<file path="src/shared/adc_sel_defines.svh">
`ifndef ADC_SEL_DEFINES_SVH
`define ADC_SEL_DEFINES_SVH

// register byte addresses on the plain register port
`define ADDR_INPUT_REF_SEL 8'h00
`define ADDR_CTRL_STATUS_B 8'h01
`define ADDR_RESULT_LOW 8'h02
`define ADDR_RESULT_HIGH 8'h03
`define ADDR_CONV_STATUS 8'h04

// input_and_reference_select fields
`define REF_SEL_MSB 7
`define REF_SEL_LSB 6
`define LEFT_ALIGN_BIT 5
`define CHAN_LOW_MSB 4
`define CHAN_LOW_LSB 0
`define INPUT_REF_SEL_RESET 8'h00

// converter_control_status_b field
`define CHAN_HIGH_BIT 5
`define CTRL_STATUS_B_RESET 8'h00

// conversion status fields
`define DONE_FLAG_BIT 0
`define BUSY_BIT 1

// reference select codes
`define REF_CODE_EXTERNAL 2'h0
`define REF_CODE_SUPPLY 2'h1
`define REF_CODE_RESERVED 2'h2
`define REF_CODE_INTERNAL 2'h3

// six-bit channel codes with a meaning of their own
`define CHAN_DIFF10_1_0 6'h09
`define CHAN_DIFF200_1_0 6'h0B
`define CHAN_DIFF1_0_1 6'h10
`define CHAN_BANDGAP 6'h1E
`define CHAN_GROUND 6'h1F
`define CHAN_DIFF40_1_0 6'h26
`define CHAN_TEMP 6'h27
`define CHAN_PAIR_FIRST 6'h28

`endif

</file>
<file path="src/shared/adc_sel_pkg.sv">
package adc_sel_pkg;

    typedef enum logic [1:0] {
        GAIN_1X,
        GAIN_10X,
        GAIN_40X,
        GAIN_200X
    } gain_t;

    typedef enum logic [1:0] {
        KIND_NONE,
        KIND_SINGLE,
        KIND_DIFF
    } input_kind_t;

    typedef enum logic [2:0] {
        SRC_PIN,
        SRC_BANDGAP,
        SRC_GROUND,
        SRC_TEMP,
        SRC_NONE
    } single_src_t;

endpackage : adc_sel_pkg

</file>
<file path="src/hdl/adc_input_select.sv">
// Decided for this implementation: the address map and the strobed register port.
`timescale 1ns/1ps
`include "adc_sel_defines.svh"
module adc_input_select (
    input wire logic clk,
    input wire logic rstn,
    input wire logic clk_en,
    input wire logic [7:0] reg_addr,
    input wire logic [7:0] reg_wdata,
    input wire logic reg_wr,
    input wire logic reg_rd,
    output logic [7:0] reg_rdata,
    input wire logic conv_busy,
    input wire logic conv_done,
    input wire logic [9:0] conv_result,
    output logic [1:0] ref_code,
    output logic ref_use_external,
    output logic ref_use_supply,
    output logic ref_use_internal,
    output logic ref_internal_on,
    output logic ref_reserved,
    output logic [5:0] chan_code,
    output adc_sel_pkg::input_kind_t input_kind,
    output adc_sel_pkg::single_src_t single_src,
    output logic [3:0] single_pin,
    output logic [2:0] diff_pos_pin,
    output logic diff_neg_pin,
    output adc_sel_pkg::gain_t diff_gain,
    output logic result_low_byte,
    output logic [7:0] result_low,
    output logic [7:0] result_high,
    output logic conversion_done_flag
);

    logic [7:0] sel_ff;
    logic [7:0] nxt_sel;
    logic [7:0] csb_ff;
    logic [7:0] nxt_csb;
    logic [1:0] ref_applied_ff;
    logic [1:0] nxt_ref_applied;
    logic [5:0] chan_applied_ff;
    logic [5:0] nxt_chan_applied;
    logic [9:0] result_ff;
    logic [9:0] nxt_result;
    logic done_ff;
    logic nxt_done;
    logic [7:0] rdata_ff;
    logic [7:0] nxt_rdata;
    logic wr_sel;
    logic wr_csb;
    logic wr_status;
    logic left_align;
    logic [5:0] chan_written;

    assign wr_sel = reg_wr && (reg_addr == `ADDR_INPUT_REF_SEL);
    assign wr_csb = reg_wr && (reg_addr == `ADDR_CTRL_STATUS_B);
    assign wr_status = reg_wr && (reg_addr == `ADDR_CONV_STATUS);
    assign left_align = sel_ff[`LEFT_ALIGN_BIT];
    assign chan_written = {csb_ff[`CHAN_HIGH_BIT],
                           sel_ff[`CHAN_LOW_MSB:`CHAN_LOW_LSB]};

    // software-visible registers
    always_comb begin
        nxt_sel = sel_ff;
        nxt_csb = csb_ff;
        if (wr_sel) begin
            nxt_sel = reg_wdata;
        end
        if (wr_csb) begin
            // only the high channel bit is held here
            nxt_csb[`CHAN_HIGH_BIT] = reg_wdata[`CHAN_HIGH_BIT];
        end
    end

    always_ff @(posedge clk or negedge rstn) begin
        if (!rstn) begin
            sel_ff <= `INPUT_REF_SEL_RESET;
            csb_ff <= `CTRL_STATUS_B_RESET;
        end else if (clk_en) begin
            sel_ff <= nxt_sel;
            csb_ff <= nxt_csb;
        end
    end

    // settings seen by the converter; the written copy only lands when
    // idle or at the end of a conversion so the sample is never disturbed
    always_comb begin
        nxt_ref_applied = ref_applied_ff;
        nxt_chan_applied = chan_applied_ff;
        if (conv_done || !conv_busy) begin
            nxt_ref_applied = sel_ff[`REF_SEL_MSB:`REF_SEL_LSB];
            nxt_chan_applied = chan_written;
        end
    end

    always_ff @(posedge clk or negedge rstn) begin
        if (!rstn) begin
            ref_applied_ff <= `REF_CODE_EXTERNAL;
            chan_applied_ff <= 6'h00;
        end else if (clk_en) begin
            ref_applied_ff <= nxt_ref_applied;
            chan_applied_ff <= nxt_chan_applied;
        end
    end

    // held result and completion flag; a new completion beats a clear
    always_comb begin
        nxt_result = result_ff;
        nxt_done = done_ff;
        if (wr_status && reg_wdata[`DONE_FLAG_BIT]) begin
            nxt_done = 1'b0;
        end
        if (conv_done) begin
            nxt_result = conv_result;
            nxt_done = 1'b1;
        end
    end

    always_ff @(posedge clk or negedge rstn) begin
        if (!rstn) begin
            result_ff <= 10'h000;
            done_ff <= 1'b0;
        end else if (clk_en) begin
            result_ff <= nxt_result;
            done_ff <= nxt_done;
        end
    end

    // presentation follows the live alignment bit, no deferral
    always_comb begin
        if (left_align) begin
            result_high = result_ff[9:2];
            result_low = {result_ff[1:0], 6'h00};
        end else begin
            result_high = {6'h00, result_ff[9:8]};
            result_low = result_ff[7:0];
        end
    end

    assign result_low_byte = ~left_align;
    assign conversion_done_flag = done_ff;

    // read data stands one cycle after the strobe; unmapped reads as zero
    always_comb begin
        nxt_rdata = rdata_ff;
        if (reg_rd) begin
            case (reg_addr)
                `ADDR_INPUT_REF_SEL: nxt_rdata = sel_ff;
                `ADDR_CTRL_STATUS_B: nxt_rdata = csb_ff;
                `ADDR_RESULT_LOW: nxt_rdata = result_low;
                `ADDR_RESULT_HIGH: nxt_rdata = result_high;
                `ADDR_CONV_STATUS: begin
                    nxt_rdata = 8'h00;
                    nxt_rdata[`DONE_FLAG_BIT] = done_ff;
                    nxt_rdata[`BUSY_BIT] = conv_busy;
                end
                default: nxt_rdata = 8'h00;
            endcase
        end
    end

    always_ff @(posedge clk or negedge rstn) begin
        if (!rstn) begin
            rdata_ff <= 8'h00;
        end else if (clk_en) begin
            rdata_ff <= nxt_rdata;
        end
    end

    assign reg_rdata = rdata_ff;

    // reference decode of the applied code
    assign ref_code = ref_applied_ff;
    assign ref_use_external = (ref_applied_ff == `REF_CODE_EXTERNAL);
    assign ref_use_supply = (ref_applied_ff == `REF_CODE_SUPPLY);
    assign ref_use_internal = (ref_applied_ff == `REF_CODE_INTERNAL);
    assign ref_reserved = (ref_applied_ff == `REF_CODE_RESERVED);
    // internal reference is off whenever it is not the chosen source
    assign ref_internal_on = ref_use_internal;

    assign chan_code = chan_applied_ff;

    // channel decode of the applied six-bit code
    always_comb begin
        input_kind = adc_sel_pkg::KIND_NONE;
        single_src = adc_sel_pkg::SRC_NONE;
        single_pin = 4'h0;
        diff_pos_pin = 3'h0;
        diff_neg_pin = 1'b0;
        diff_gain = adc_sel_pkg::GAIN_1X;
        if (chan_applied_ff >= `CHAN_PAIR_FIRST) begin
            input_kind = adc_sel_pkg::KIND_DIFF;
            diff_pos_pin = {1'b1, chan_applied_ff[1:0]};
            diff_neg_pin = chan_applied_ff[2];
            case (chan_applied_ff[4:3])
                2'h1: diff_gain = adc_sel_pkg::GAIN_10X;
                2'h2: diff_gain = adc_sel_pkg::GAIN_40X;
                2'h3: diff_gain = adc_sel_pkg::GAIN_200X;
                default: diff_gain = adc_sel_pkg::GAIN_1X;
            endcase
        end else begin
            case (chan_applied_ff)
                6'h00, 6'h01, 6'h04, 6'h05, 6'h06, 6'h07: begin
                    input_kind = adc_sel_pkg::KIND_SINGLE;
                    single_src = adc_sel_pkg::SRC_PIN;
                    single_pin = {1'b0, chan_applied_ff[2:0]};
                end
                6'h20, 6'h21, 6'h22, 6'h23, 6'h24, 6'h25: begin
                    input_kind = adc_sel_pkg::KIND_SINGLE;
                    single_src = adc_sel_pkg::SRC_PIN;
                    single_pin = 4'h8 + {1'b0, chan_applied_ff[2:0]};
                end
                `CHAN_BANDGAP: begin
                    input_kind = adc_sel_pkg::KIND_SINGLE;
                    single_src = adc_sel_pkg::SRC_BANDGAP;
                end
                `CHAN_GROUND: begin
                    input_kind = adc_sel_pkg::KIND_SINGLE;
                    single_src = adc_sel_pkg::SRC_GROUND;
                end
                `CHAN_TEMP: begin
                    input_kind = adc_sel_pkg::KIND_SINGLE;
                    single_src = adc_sel_pkg::SRC_TEMP;
                end
                `CHAN_DIFF10_1_0, `CHAN_DIFF200_1_0,
                `CHAN_DIFF40_1_0: begin
                    input_kind = adc_sel_pkg::KIND_DIFF;
                    diff_pos_pin = 3'h1;
                    diff_neg_pin = 1'b0;
                    if (chan_applied_ff == `CHAN_DIFF10_1_0) begin
                        diff_gain = adc_sel_pkg::GAIN_10X;
                    end else if (chan_applied_ff == `CHAN_DIFF200_1_0) begin
                        diff_gain = adc_sel_pkg::GAIN_200X;
                    end else begin
                        diff_gain = adc_sel_pkg::GAIN_40X;
                    end
                end
                `CHAN_DIFF1_0_1: begin
                    input_kind = adc_sel_pkg::KIND_DIFF;
                    diff_pos_pin = 3'h0;
                    diff_neg_pin = 1'b1;
                end
                6'h14, 6'h15, 6'h16, 6'h17: begin
                    input_kind = adc_sel_pkg::KIND_DIFF;
                    diff_pos_pin = {1'b1, chan_applied_ff[1:0]};
                    diff_neg_pin = 1'b1;
                end
                // unavailable codes leave the converter unconnected
                default: input_kind = adc_sel_pkg::KIND_NONE;
            endcase
        end
    end

    a_select_write: assert property (@(posedge clk) disable iff (!rstn)
        clk_en && wr_sel |=> sel_ff == $past(reg_wdata))
        else $error("select register did not take the write");

    a_defer_busy: assert property (@(posedge clk) disable iff (!rstn)
        clk_en && conv_busy && !conv_done |=> $stable(chan_applied_ff)
            && $stable(ref_applied_ff))
        else $error("setting changed during a conversion");

    a_apply_done: assert property (@(posedge clk) disable iff (!rstn)
        clk_en && conv_done |=> chan_applied_ff == $past(chan_written)
            && ref_applied_ff == $past(sel_ff[7:6]))
        else $error("pending setting not applied at completion");

    a_flag_set: assert property (@(posedge clk) disable iff (!rstn)
        clk_en && conv_done |=> conversion_done_flag
            && result_ff == $past(conv_result))
        else $error("done flag or result missing after completion");

    a_flag_clear: assert property (@(posedge clk) disable iff (!rstn)
        clk_en && wr_status && reg_wdata[0] && !conv_done
            |=> !conversion_done_flag)
        else $error("done flag not cleared by write of one");

    a_left_view: assert property (@(posedge clk) disable iff (!rstn)
        left_align |-> result_high == result_ff[9:2]
            && result_low[5:0] == 6'h00)
        else $error("left-justified view wrong");

    a_align_now: assert property (@(posedge clk) disable iff (!rstn)
        clk_en && wr_sel && !reg_wdata[5] && !conv_done
            |=> result_low == $past(result_ff[7:0]))
        else $error("alignment change not immediate");

    a_pair_decode: assert property (@(posedge clk) disable iff (!rstn)
        chan_applied_ff[5:3] == 3'h7 |-> input_kind == adc_sel_pkg::KIND_DIFF
            && diff_gain == adc_sel_pkg::GAIN_200X
            && diff_neg_pin == chan_applied_ff[2])
        else $error("pair code decoded wrongly");

    a_ref_decode: assert property (@(posedge clk) disable iff (!rstn)
        ref_internal_on |-> ref_applied_ff == 2'h3 && !ref_use_external)
        else $error("internal reference on for wrong code");

    a_read_select: assert property (@(posedge clk) disable iff (!rstn)
        clk_en && reg_rd && reg_addr == 8'h00 |=> reg_rdata == $past(sel_ff))
        else $error("select register read back wrong");

endmodule : adc_input_select

</file>
<file path="config.mk">
export PLATFORM = sky130hd
export DESIGN_NAME = adc_input_select
export DESIGN_NICKNAME = d
export VERILOG_FILES = /design/src/shared/adc_sel_pkg.sv /design/src/hdl/adc_input_select.sv
export VERILOG_INCLUDE_DIRS = /design/src /design/src/shared
export SDC_FILE = /design/constraint.sdc
export NUM_CORES = 1
export LEC_CHECK = 0
export ABC_AREA = 1
export BUFFER_PORTS_ARGS = -buffer_cell sky130_fd_sc_hd__buf_2
export CORE_MARGIN = 2
export CORE_UTILIZATION = 54
export CTS_BUF_LIST = sky130_fd_sc_hd__clkbuf_4
export CTS_CLUSTER_DIAMETER = 200
export DETAILED_ROUTE_END_ITERATION = 16
export PLACE_DENSITY = 0.92
export RECOVER_POWER = 50
export SYNTH_ARGS = -nofsm -noshare
export SYNTH_HDL_FRONTEND = slang
export SYNTH_SLANG_ARGS = --single-unit
</file>
<file path="constraint.sdc">
create_clock -name clk -period 2.7 [get_ports clk]
set_clock_uncertainty 0.15 [all_clocks]
set_input_delay 0.81 -clock clk [delete_from_list [all_inputs] [get_ports clk]]
set_output_delay 0.81 -clock clk [all_outputs]
set_load 0.05 [all_outputs]
</file>
After elaboration in Yosys (flattened, before gate mapping)
Cells that the tools add are included.
- reductions and logical operators: 24
- add/subtract/negate cells: 1
- equality and inequality tests: 32
- magnitude comparators: 1
- bitwise gates (word level): 1
- muxes and demuxes: 20
- operators with widths (cell ; number):
    6-bit == test, second input constant ; 8
    6-bit by 5-bit == test with 1-bit output, second input constant ; 7
    8-bit case mux with 5 select lines ; 1
    6-bit by 3-bit == test with 1-bit output, second input constant ; 4
    8-bit by 2-bit == test with 1-bit output, second input constant ; 2
    8-bit 2-to-1 mux ; 2
    15-bit OR reduction ; 1
    6-bit by 4-bit == test with 1-bit output, second input constant ; 2
    3-bit case mux with 4 select lines ; 1
    2-bit AND reduction ; 6
    12-bit OR reduction ; 1
    6-bit OR reduction ; 2
    2-bit == test, second input constant ; 4
    8-bit by 1-bit == test with 1-bit output, second input constant ; 1
    8-bit by 3-bit == test with 1-bit output, second input constant ; 1
    8-bit zero test ; 1
    2-bit 2-to-1 mux ; 4
    4-bit case mux with 2 select lines ; 1
    8-bit OR reduction ; 1
    6-bit by 1-bit == test with 1-bit output, second input constant ; 1
    6-bit greater-or-equal comparator, second input constant ; 1
    6-bit zero test ; 1
    3-bit 2-to-1 mux ; 2
    2-bit case mux with 3 select lines ; 1
    other kinds (15) ; 23
- bits of input ports: 33
- output and inout port bits: 54
- logic and storage cells: 86
- register bits: 36

Depth between registers and ports, before layout
Gate-level depths: netlist (run 1).
- depth in word-level cells: 5
- depth in mapped cells: 8
- gate-level depth less buffers: 8

Worst setup path before layout (run 1)
OpenSTA, ideal clock, no wires.
- kind: register to output
- start point: register chan_applied_ff[2] (netlist: chan_code[2])
- end point: output diff_pos_pin[0]
- data required time: 1740 ps
- cell stages (with the launch flop): 7
- path slack: -314 ps
- buffers on the path: 0
- arrival: 2054 ps
- cell sequence: dfrtp_1 -> nand2_2 -> inv_2 -> nand2_1 -> nand2_2 -> inv_2 -> o21ai_1
- longest elaborated chain between the ends: 4
- elaborated cells on any way between the ends: 12
- classes of those cells: 1 x order compare; 7 x eq/ne; 2 x mux; 2 x reduce/logical
- ends and longest elaborated chain (item ; RTL line ; source):
    start: declaration ; adc_input_select.sv:41 ; logic [5:0] chan_applied_ff;
    start signal: assignment ; adc_input_select.sv:102 ; chan_applied_ff <= nxt_chan_applied;
    6-bit by 5-bit == test with 1-bit output, or another cell as far along ; adc_input_select.sv:202 ; case (chan_applied_ff)
    4-bit OR reduction / 3-bit OR reduction (equally long branches) ; adc_input_select.sv:202 ;
    3-bit case mux with 2 select lines ; adc_input_select.sv:202 ;
    3-bit 2-to-1 mux * ; adc_input_select.sv:191 ; if (chan_applied_ff >= `CHAN_PAIR_FIRST) begin
    end: declaration ; adc_input_select.sv:26 ; output logic [2:0] diff_pos_pin,
Mark *: on every way between the ends. The rest lies on a longest branch, timed or not.

Final worst setup path (run 1)
- start point: register chan_applied_ff[5] (netlist: chan_code[5])
- end point: output diff_gain[1]
- longest elaborated chain between the ends: 4
- elaborated cells on any way between the ends: 8
- classes of those cells: 1 x order compare; 3 x eq/ne; 3 x mux; 1 x reduce/logical
- ends and longest elaborated chain (item ; RTL line ; source):
    6-bit by 4-bit == test with 1-bit output / 6-bit == test (equally long branches) ; adc_input_select.sv:202 ;
    3-bit OR reduction / 2-bit 2-to-1 mux (equally long branches) ; adc_input_select.sv:202, adc_input_select.sv:230 ;
    2-bit 2-to-1 mux ; adc_input_select.sv:202 ;
    2-bit 2-to-1 mux * ; adc_input_select.sv:191 ;
    end: declaration ; adc_input_select.sv:28 ; output adc_sel_pkg::gain_t diff_gain,
Marks and branches as above.

==> flow_summary.toml, run 1 <==
[logic_synthesis]
synth_cells = 308
synth_xor_area_share_pct = 0
synth_compound_area_share_pct = 9.80
ys_seq_elements = 36
netlist_area_sq_um = 2200
synthDistinctLibCells = 25
yosys.area_share.simple_pct = 36.2
synth_top_family_by_area = "simple AND/OR/NAND/NOR gates"
synth_nets = 341
synth_warnings = 0
synth_seq_area_share_pct = 41.0
synth.area.mux_share_pct = 2.05
postSynthAreaPerCell_sq_um = 7.13
synth_fa_ha_area_share_pct = 0

[sta]
min_period_over_period_pct = 98.6
slew_viol_final = 37
finalCriticalPeriod_ps = 2660
hold_viol_final = 0
tightest_slew_ps = 1830
rsz0062_at_grt = "true"
fin_worst_hold_slack_ps = 340
final-setup-viol-count = 0
fin_setup_tns_ps = 0
max_freq_mhz = 376
max_slew_margin_pct = -22.0

[setup_path]
required_ps = 1740
critPathKind = "register to output pin"
crit_chain = "nor2_2 > nand3_1 > o21ai_2 > o21ai_1 > o21ai_1 > buf_6"
cp-start-kind = "register"
r2r_end = "reg_rdata[0]$_DFFE_PN0P_"
worst-path-buf-inv = 1
path_max_fanout = 7
critPathArrivalTime_ps = 1700
cp_slowest_cell = "dfrtp_2"
slowest_delay_ps = 510
ff2ff_path_depth = 7
end_kind = "output pin"
timing.rr.start = "sel_ff[5]$_DFFE_PN0P_"
crit_family = "flip-flops"
crit_path_frequent_cell = "o21ai_1"
r2r_slack_ps = 1270

[detailed_routing]
via_count = 2305
first_pass_iters = 4
totalWireLength_um = 5580
via_per_inst = 5.15
ant_nets = 0
post_drt_wl_per_cell_um = 12.5
drc = 0
dr.first_iter.drc_count = 110

[final_layout]
mostFrequentLayoutCell = "nand2_1"
final_nets = 430
n_fill_cell = 302
layout_common_cells = "nand2_1 (87), buf_2 (76), inv_1 (33), nand3_1 (33), nor2_1 (32)"
utilization_pct = 71.7
area_growth_pct = 28.7
drive_above_1_share_pct = 37.4
fin_area_sq_um = 2830
n_antenna_cell = 0

[grt]
grt_use_total_pct = 25.5
grtUsageMet3_pct = 6.17
grt_pass1_wl_um = 8760
grt_max_degree = 37
first_global_vias = 2056
antenna_found_initial = 0
grtUsageMet2_pct = 45.3
grt_overflow = 0
grtUsageMet1_pct = 29.3
top_usage_layer = "met2"

[floorplanning]
fp.coreArea_sq_um = 3940
die_h_um = 67.8
rows = 23
die_w_um = 67.8
fp.dieArea_sq_um = 4590
initial_core_util_pct = 55.7
io_pins = 87

[hold_path]
hold_class = "register to register"
worstHoldStart = "reg_rdata[2]$_DFFE_PN0P_"
holdPathStages = 2
min_to = "reg_rdata[2]$_DFFE_PN0P_"

[power_and_ir_drop]
power_density_nw_per_um2 = 527
p_leak_nw = 1.68
peakVddDrop_mv = 0.410

[place]
dp_hpwl_um = 4320
io_buffers = 86
dpl-instance-area_sq_um = 2660
place_congestion = 0.867

[clocking]
cts_tree = "yes"
cts-root-buf = "clkbuf_4"
hold_buffers = 0
clock-sinks = 36
cts_buffers = 5
clkTransAtPathRegs_ps = 110
cts-htree-levels = 2
clk-insertion-delay-late_ps = 340
cts.path.max_buffers = 2

[outcome]
status = "complete, but fails checks"
violations = "capacitance limit, slew limit"

[flow_run]
cap_violations = 2
cell type report:
| cell class | instances | area [sq um] | area share, % |
|---|---|---|---|
| multi-input combinational | 217 | 1120 | 39.6 |
| tap | 50 | 62.6 | 2.21 |
| timing repair buffer | 91 | 497 | 17.6 |
| clock inverter | 2 | 11.3 | 0.399 |
| sequential | 36 | 908 | 32.2 |
| inverter | 46 | 183 | 6.47 |
| clock buffer | 6 | 45.0 | 1.59 |
worst min-delay path: cells and delay by family (launching register included):
kind             cells  cell delay [ps]
flip-flops           1              360
AND/OR/NAND/NOR      2              100
cell families after synthesis:
| family | Yosys count |
|---|---|
| simple gates | 179 |
| buf+inv | 55 |
| mux | 4 |
| flops | 36 |
| compound gates | 34 |
how the worst max path moves through the flow:
stage / end / slack, ps / startpoint / depth (start not counted)
2_1_floorplan: diff_pos_pin[0] / -80 / chan_code[4]$_DFFE_PN0P_ / 6
3_3_place_gp: single_pin[0] / 380 / chan_code[5]$_DFFE_PN0P_ / 6
3_5_place_dp: single_pin[1] / 300 / chan_code[5]$_DFFE_PN0P_ / 6
4_1_cts: single_pin[1] / 2 / chan_code[5]$_DFFE_PN0P_ / 7
5_1_grt: diff_pos_pin[0] / -50 / chan_code[3]$_DFFE_PN0P_ / 8
6_report: diff_gain[1] / 40 / chan_code[5]$_DFFE_PN0P_ / 6
power by group:
group	switching (mW)	total [mW]	internal [mW]
Sequential	0.0416	0.620	0.578
Combinational	0.439	0.586	0.147
Clock	0.174	0.283	0.109
synth_stat cells:
| cell type | count | area [sq um] |
|---|---|---|
| dfrtp_1 | 36 | 901 |
| mux2_1 | 4 | 45.0 |
| nor2_4 | 2 | 22.5 |
| o21bai_1 | 3 | 22.5 |
| buf_2 | 3 | 15.0 |
| o21ai_2 | 1 | 8.76 |
| buf_4 | 2 | 15.0 |
| inv_1 | 32 | 120 |
| a21oi_2 | 6 | 52.6 |
| nand3_1 | 33 | 165 |
| nand4_1 | 2 | 12.5 |
| a21oi_1 | 8 | 40.0 |
| buf_6 | 3 | 33.8 |
| nor2_1 | 36 | 135 |
| nor2_2 | 8 | 50.1 |
| inv_2 | 14 | 52.6 |
| nand3_2 | 2 | 20.0 |
| clkbuf_1 | 1 | 3.75 |
| nor3_2 | 1 | 10.0 |
| nor3_4 | 1 | 16.3 |
| o21ai_0 | 6 | 30.0 |
| a41oi_2 | 1 | 16.3 |
| nand2_1 | 90 | 338 |
| o21ai_1 | 9 | 45.0 |
| nand2_2 | 4 | 25.0 |
what timing repair did:
action,4_1_cts,5_1_grt
setup endpoints to repair,7,10
hold endpoints to repair,0,0
resized for setup,10,21
pin swaps,0,1
buffers inserted,0,3
per-stage QoR:
step / power (mW) / setup WS [ps] / instances
6_report: 1.49 / 37.3 / 448
5_1_grt: 1.56 / -46.6 / 448
4_1_cts: 1.47 / 1.72 / 445
3_5_place_dp: 1.18 / 301 / 437
3_3_place_gp: 1.17 / 379 / 437
2_1_floorplan: 1.04 / -75.7 / 308
per-layer routing:
layer / share of wire [%] / vias up
met1: 40 / 1058
li1: - / 1146
met3: 7.0 / 14
met5: 0 / -
met2: 51 / 87
met4: 2.1 / 0
state kept, by name (all words and copies together) (netlist names):
| signal | cells |
|---|---|
| result_ff | 10 |
| reg_rdata | 8 |
| sel_ff | 8 |
| chan_code | 6 |
| ref_code | 2 |
| conversion_done_flag | 1 |
| csb_ff | 1 |
No activity file was read; power rests on OpenSTA's default activity.
==> run 2, diff against run 1 <==
- CORE_MARGIN: 2 -> 4
- CORE_UTILIZATION: 54 -> 52
- CTS_BUF_LIST: sky130_fd_sc_hd__clkbuf_4 -> not set
- PLACE_DENSITY: 0.92 -> 0.89
==> flow_summary.toml, run 2 (synthesis results as in run 1) <==
[outcome]
status = "completed"

[setup_path]
cp_slowest_cell = "dfrtp_1"
crit_chain = "nor2_2 > nand2_1 > nand2_2 > a41oi_2 > nor2_2 > buf_2"
required_ps = 1740
slowest_delay_ps = 470
worst-path-buf-inv = 1
crit_family = "simple AND/OR/NAND/NOR gates"
crit_path_frequent_cell = "nor2_2"
path_max_fanout = 7
cp-start-kind = "register"
critPathKind = "register to output pin"
critPathArrivalTime_ps = 1650
end_kind = "output pin"

[clocking]
clk-insertion-delay-late_ps = 290
cts.path.max_buffers = 2
cts-root-buf = "clkbuf_8"
cts_buffers = 5
clkTransAtPathRegs_ps = 70
clock-sinks = 36
cts-htree-levels = 2
hold_buffers = 0
cts_tree = "yes"

[sta]
finalCriticalPeriod_ps = 2610
tightest_slew_ps = 973
slew_viol_final = 0
final-setup-viol-count = 0
worst_slack_ps = 93.0
max_slew_margin_pct = 34.7
fin_setup_tns_ps = 0
hold_viol_final = 0
max_freq_mhz = 384
min_period_over_period_pct = 96.6

[power_and_ir_drop]
power_density_nw_per_um2 = 564
p_leak_nw = 1.68
peakVddDrop_mv = 0.364

[final_layout]
utilization_pct = 69.1
n_antenna_cell = 0
largest_reg_flops = 10
mostFrequentLayoutCell = "nand2_1"
area_growth_pct = 26.8
drive_above_1_share_pct = 35.8
final_nets = 429
regMostFlops = "result_ff"
n_fill_cell = 346
ff_latch_area_sq_um = 906
layout_common_cells = "nand2_1 (90), buf_2 (76), inv_1 (33), nor2_1 (33)"
multi_input_area_sq_um = 1080
stdcell_count = 447

[flow_run]
cap_violations = 0

[floorplanning]
die_h_um = 73.0
fp.dieArea_sq_um = 5330
initial_core_util_pct = 54.5
io_pins = 87
rows = 23
fp.coreArea_sq_um = 4030
die_w_um = 73.0

[place]
dp_hpwl_um = 4740
io_buffers = 86
post-place-ws_ps = 343
dpl.cell_count = 439
place_congestion = 0.911

[detailed_routing]
dr.first_iter.drc_count = 95
via_count = 2278
via_per_inst = 5.10
totalWireLength_um = 5860
post_drt_wl_per_cell_um = 13.1
drc = 0
first_pass_iters = 4
ant_nets = 0

[grt]
grt_overflow = 0
grt_pass1_wl_um = 10000
grt_use_total_pct = 23.9
grt_max_degree = 37
first_global_vias = 2305
antenna_found_initial = 0

[hold_path]
hold_class = "register to register"
[run 2: layout make-up]
type / count / area share, %
Clock buffer: 6 / 2.97
Timing Repair Buffer: 90 / 16.9
Inverter: 46 / 6.20
Multi-Input combinational cell: 217 / 38.7
Clock inverter: 2 / 0.360
Sequential cell: 36 / 32.5
Tap cell: 50 / 2.25
[run 2: repair_timing]
| action | CTS | global route |
|---|---|---|
| setup endpoints to repair | 0 | 7 |
| setup buffers | 0 | 0 |
| resized for setup | 0 | 14 |
[run 2: metrics by stage]
step / hold slack, ps / total power [mW] / area, sq um
2_1_floorplan: 314 / 1.04 / 2220
3_3_place_gp: 314 / 1.18 / 2680
3_5_place_dp: 309 / 1.18 / 2680
4_1_cts: 335 / 1.57 / 2770
5_1_grt: 371 / 1.66 / 2780
6_report: 332 / 1.57 / 2780
[run 2: layer usage]
layer / track usage (%) / up-vias / routed length, um / share of wire [%]
li1: - / 1136 / - / -
met1: 31.1 / 1026 / 2420 / 41
met2: 37.9 / 94 / 2850 / 49
met3: 4.68 / 22 / 393 / 6.7
met4: 11.7 / 0 / 199 / 3.4
met5: 0 / - / 0 / 0
[run 2: path summary, 6_finish.rpt]
kind	startpoint	endpoint	slack (ps)	cells past startpoint
setup / recovery	chan_code[5]$_DFFE_PN0P_	diff_neg_pin	90	6
hold / removal	reg_rdata[4]$_DFFE_PN0P_	reg_rdata[4]$_DFFE_PN0P_	330	2
setup reg to reg	sel_ff[5]$_DFFE_PN0P_	reg_rdata[1]$_DFFE_PN0P_	1350	7
hold reg to reg	reg_rdata[4]$_DFFE_PN0P_	reg_rdata[4]$_DFFE_PN0P_	330	2
max in group asynchronous	rstn	chan_code[3]$_DFFE_PN0P_	1300	1
min in group asynchronous	rstn	result_ff[7]$_DFFE_PN0P_	490	1
[run 2: report_power, final]
group | leakage, nW | switching, mW | total [mW] | internal, mW
Combinational | 1.21 | 0.431 | 0.566 | 0.136
Sequential | 0.410 | 0.0363 | 0.614 | 0.578
Clock | 0.0510 | 0.187 | 0.390 | 0.203
[run 2: tightest hold or removal path, stage by stage, from the launching register on]
cell and delay, ps:
dfrtp_1 350, nand2_1 50, nand2_1 50
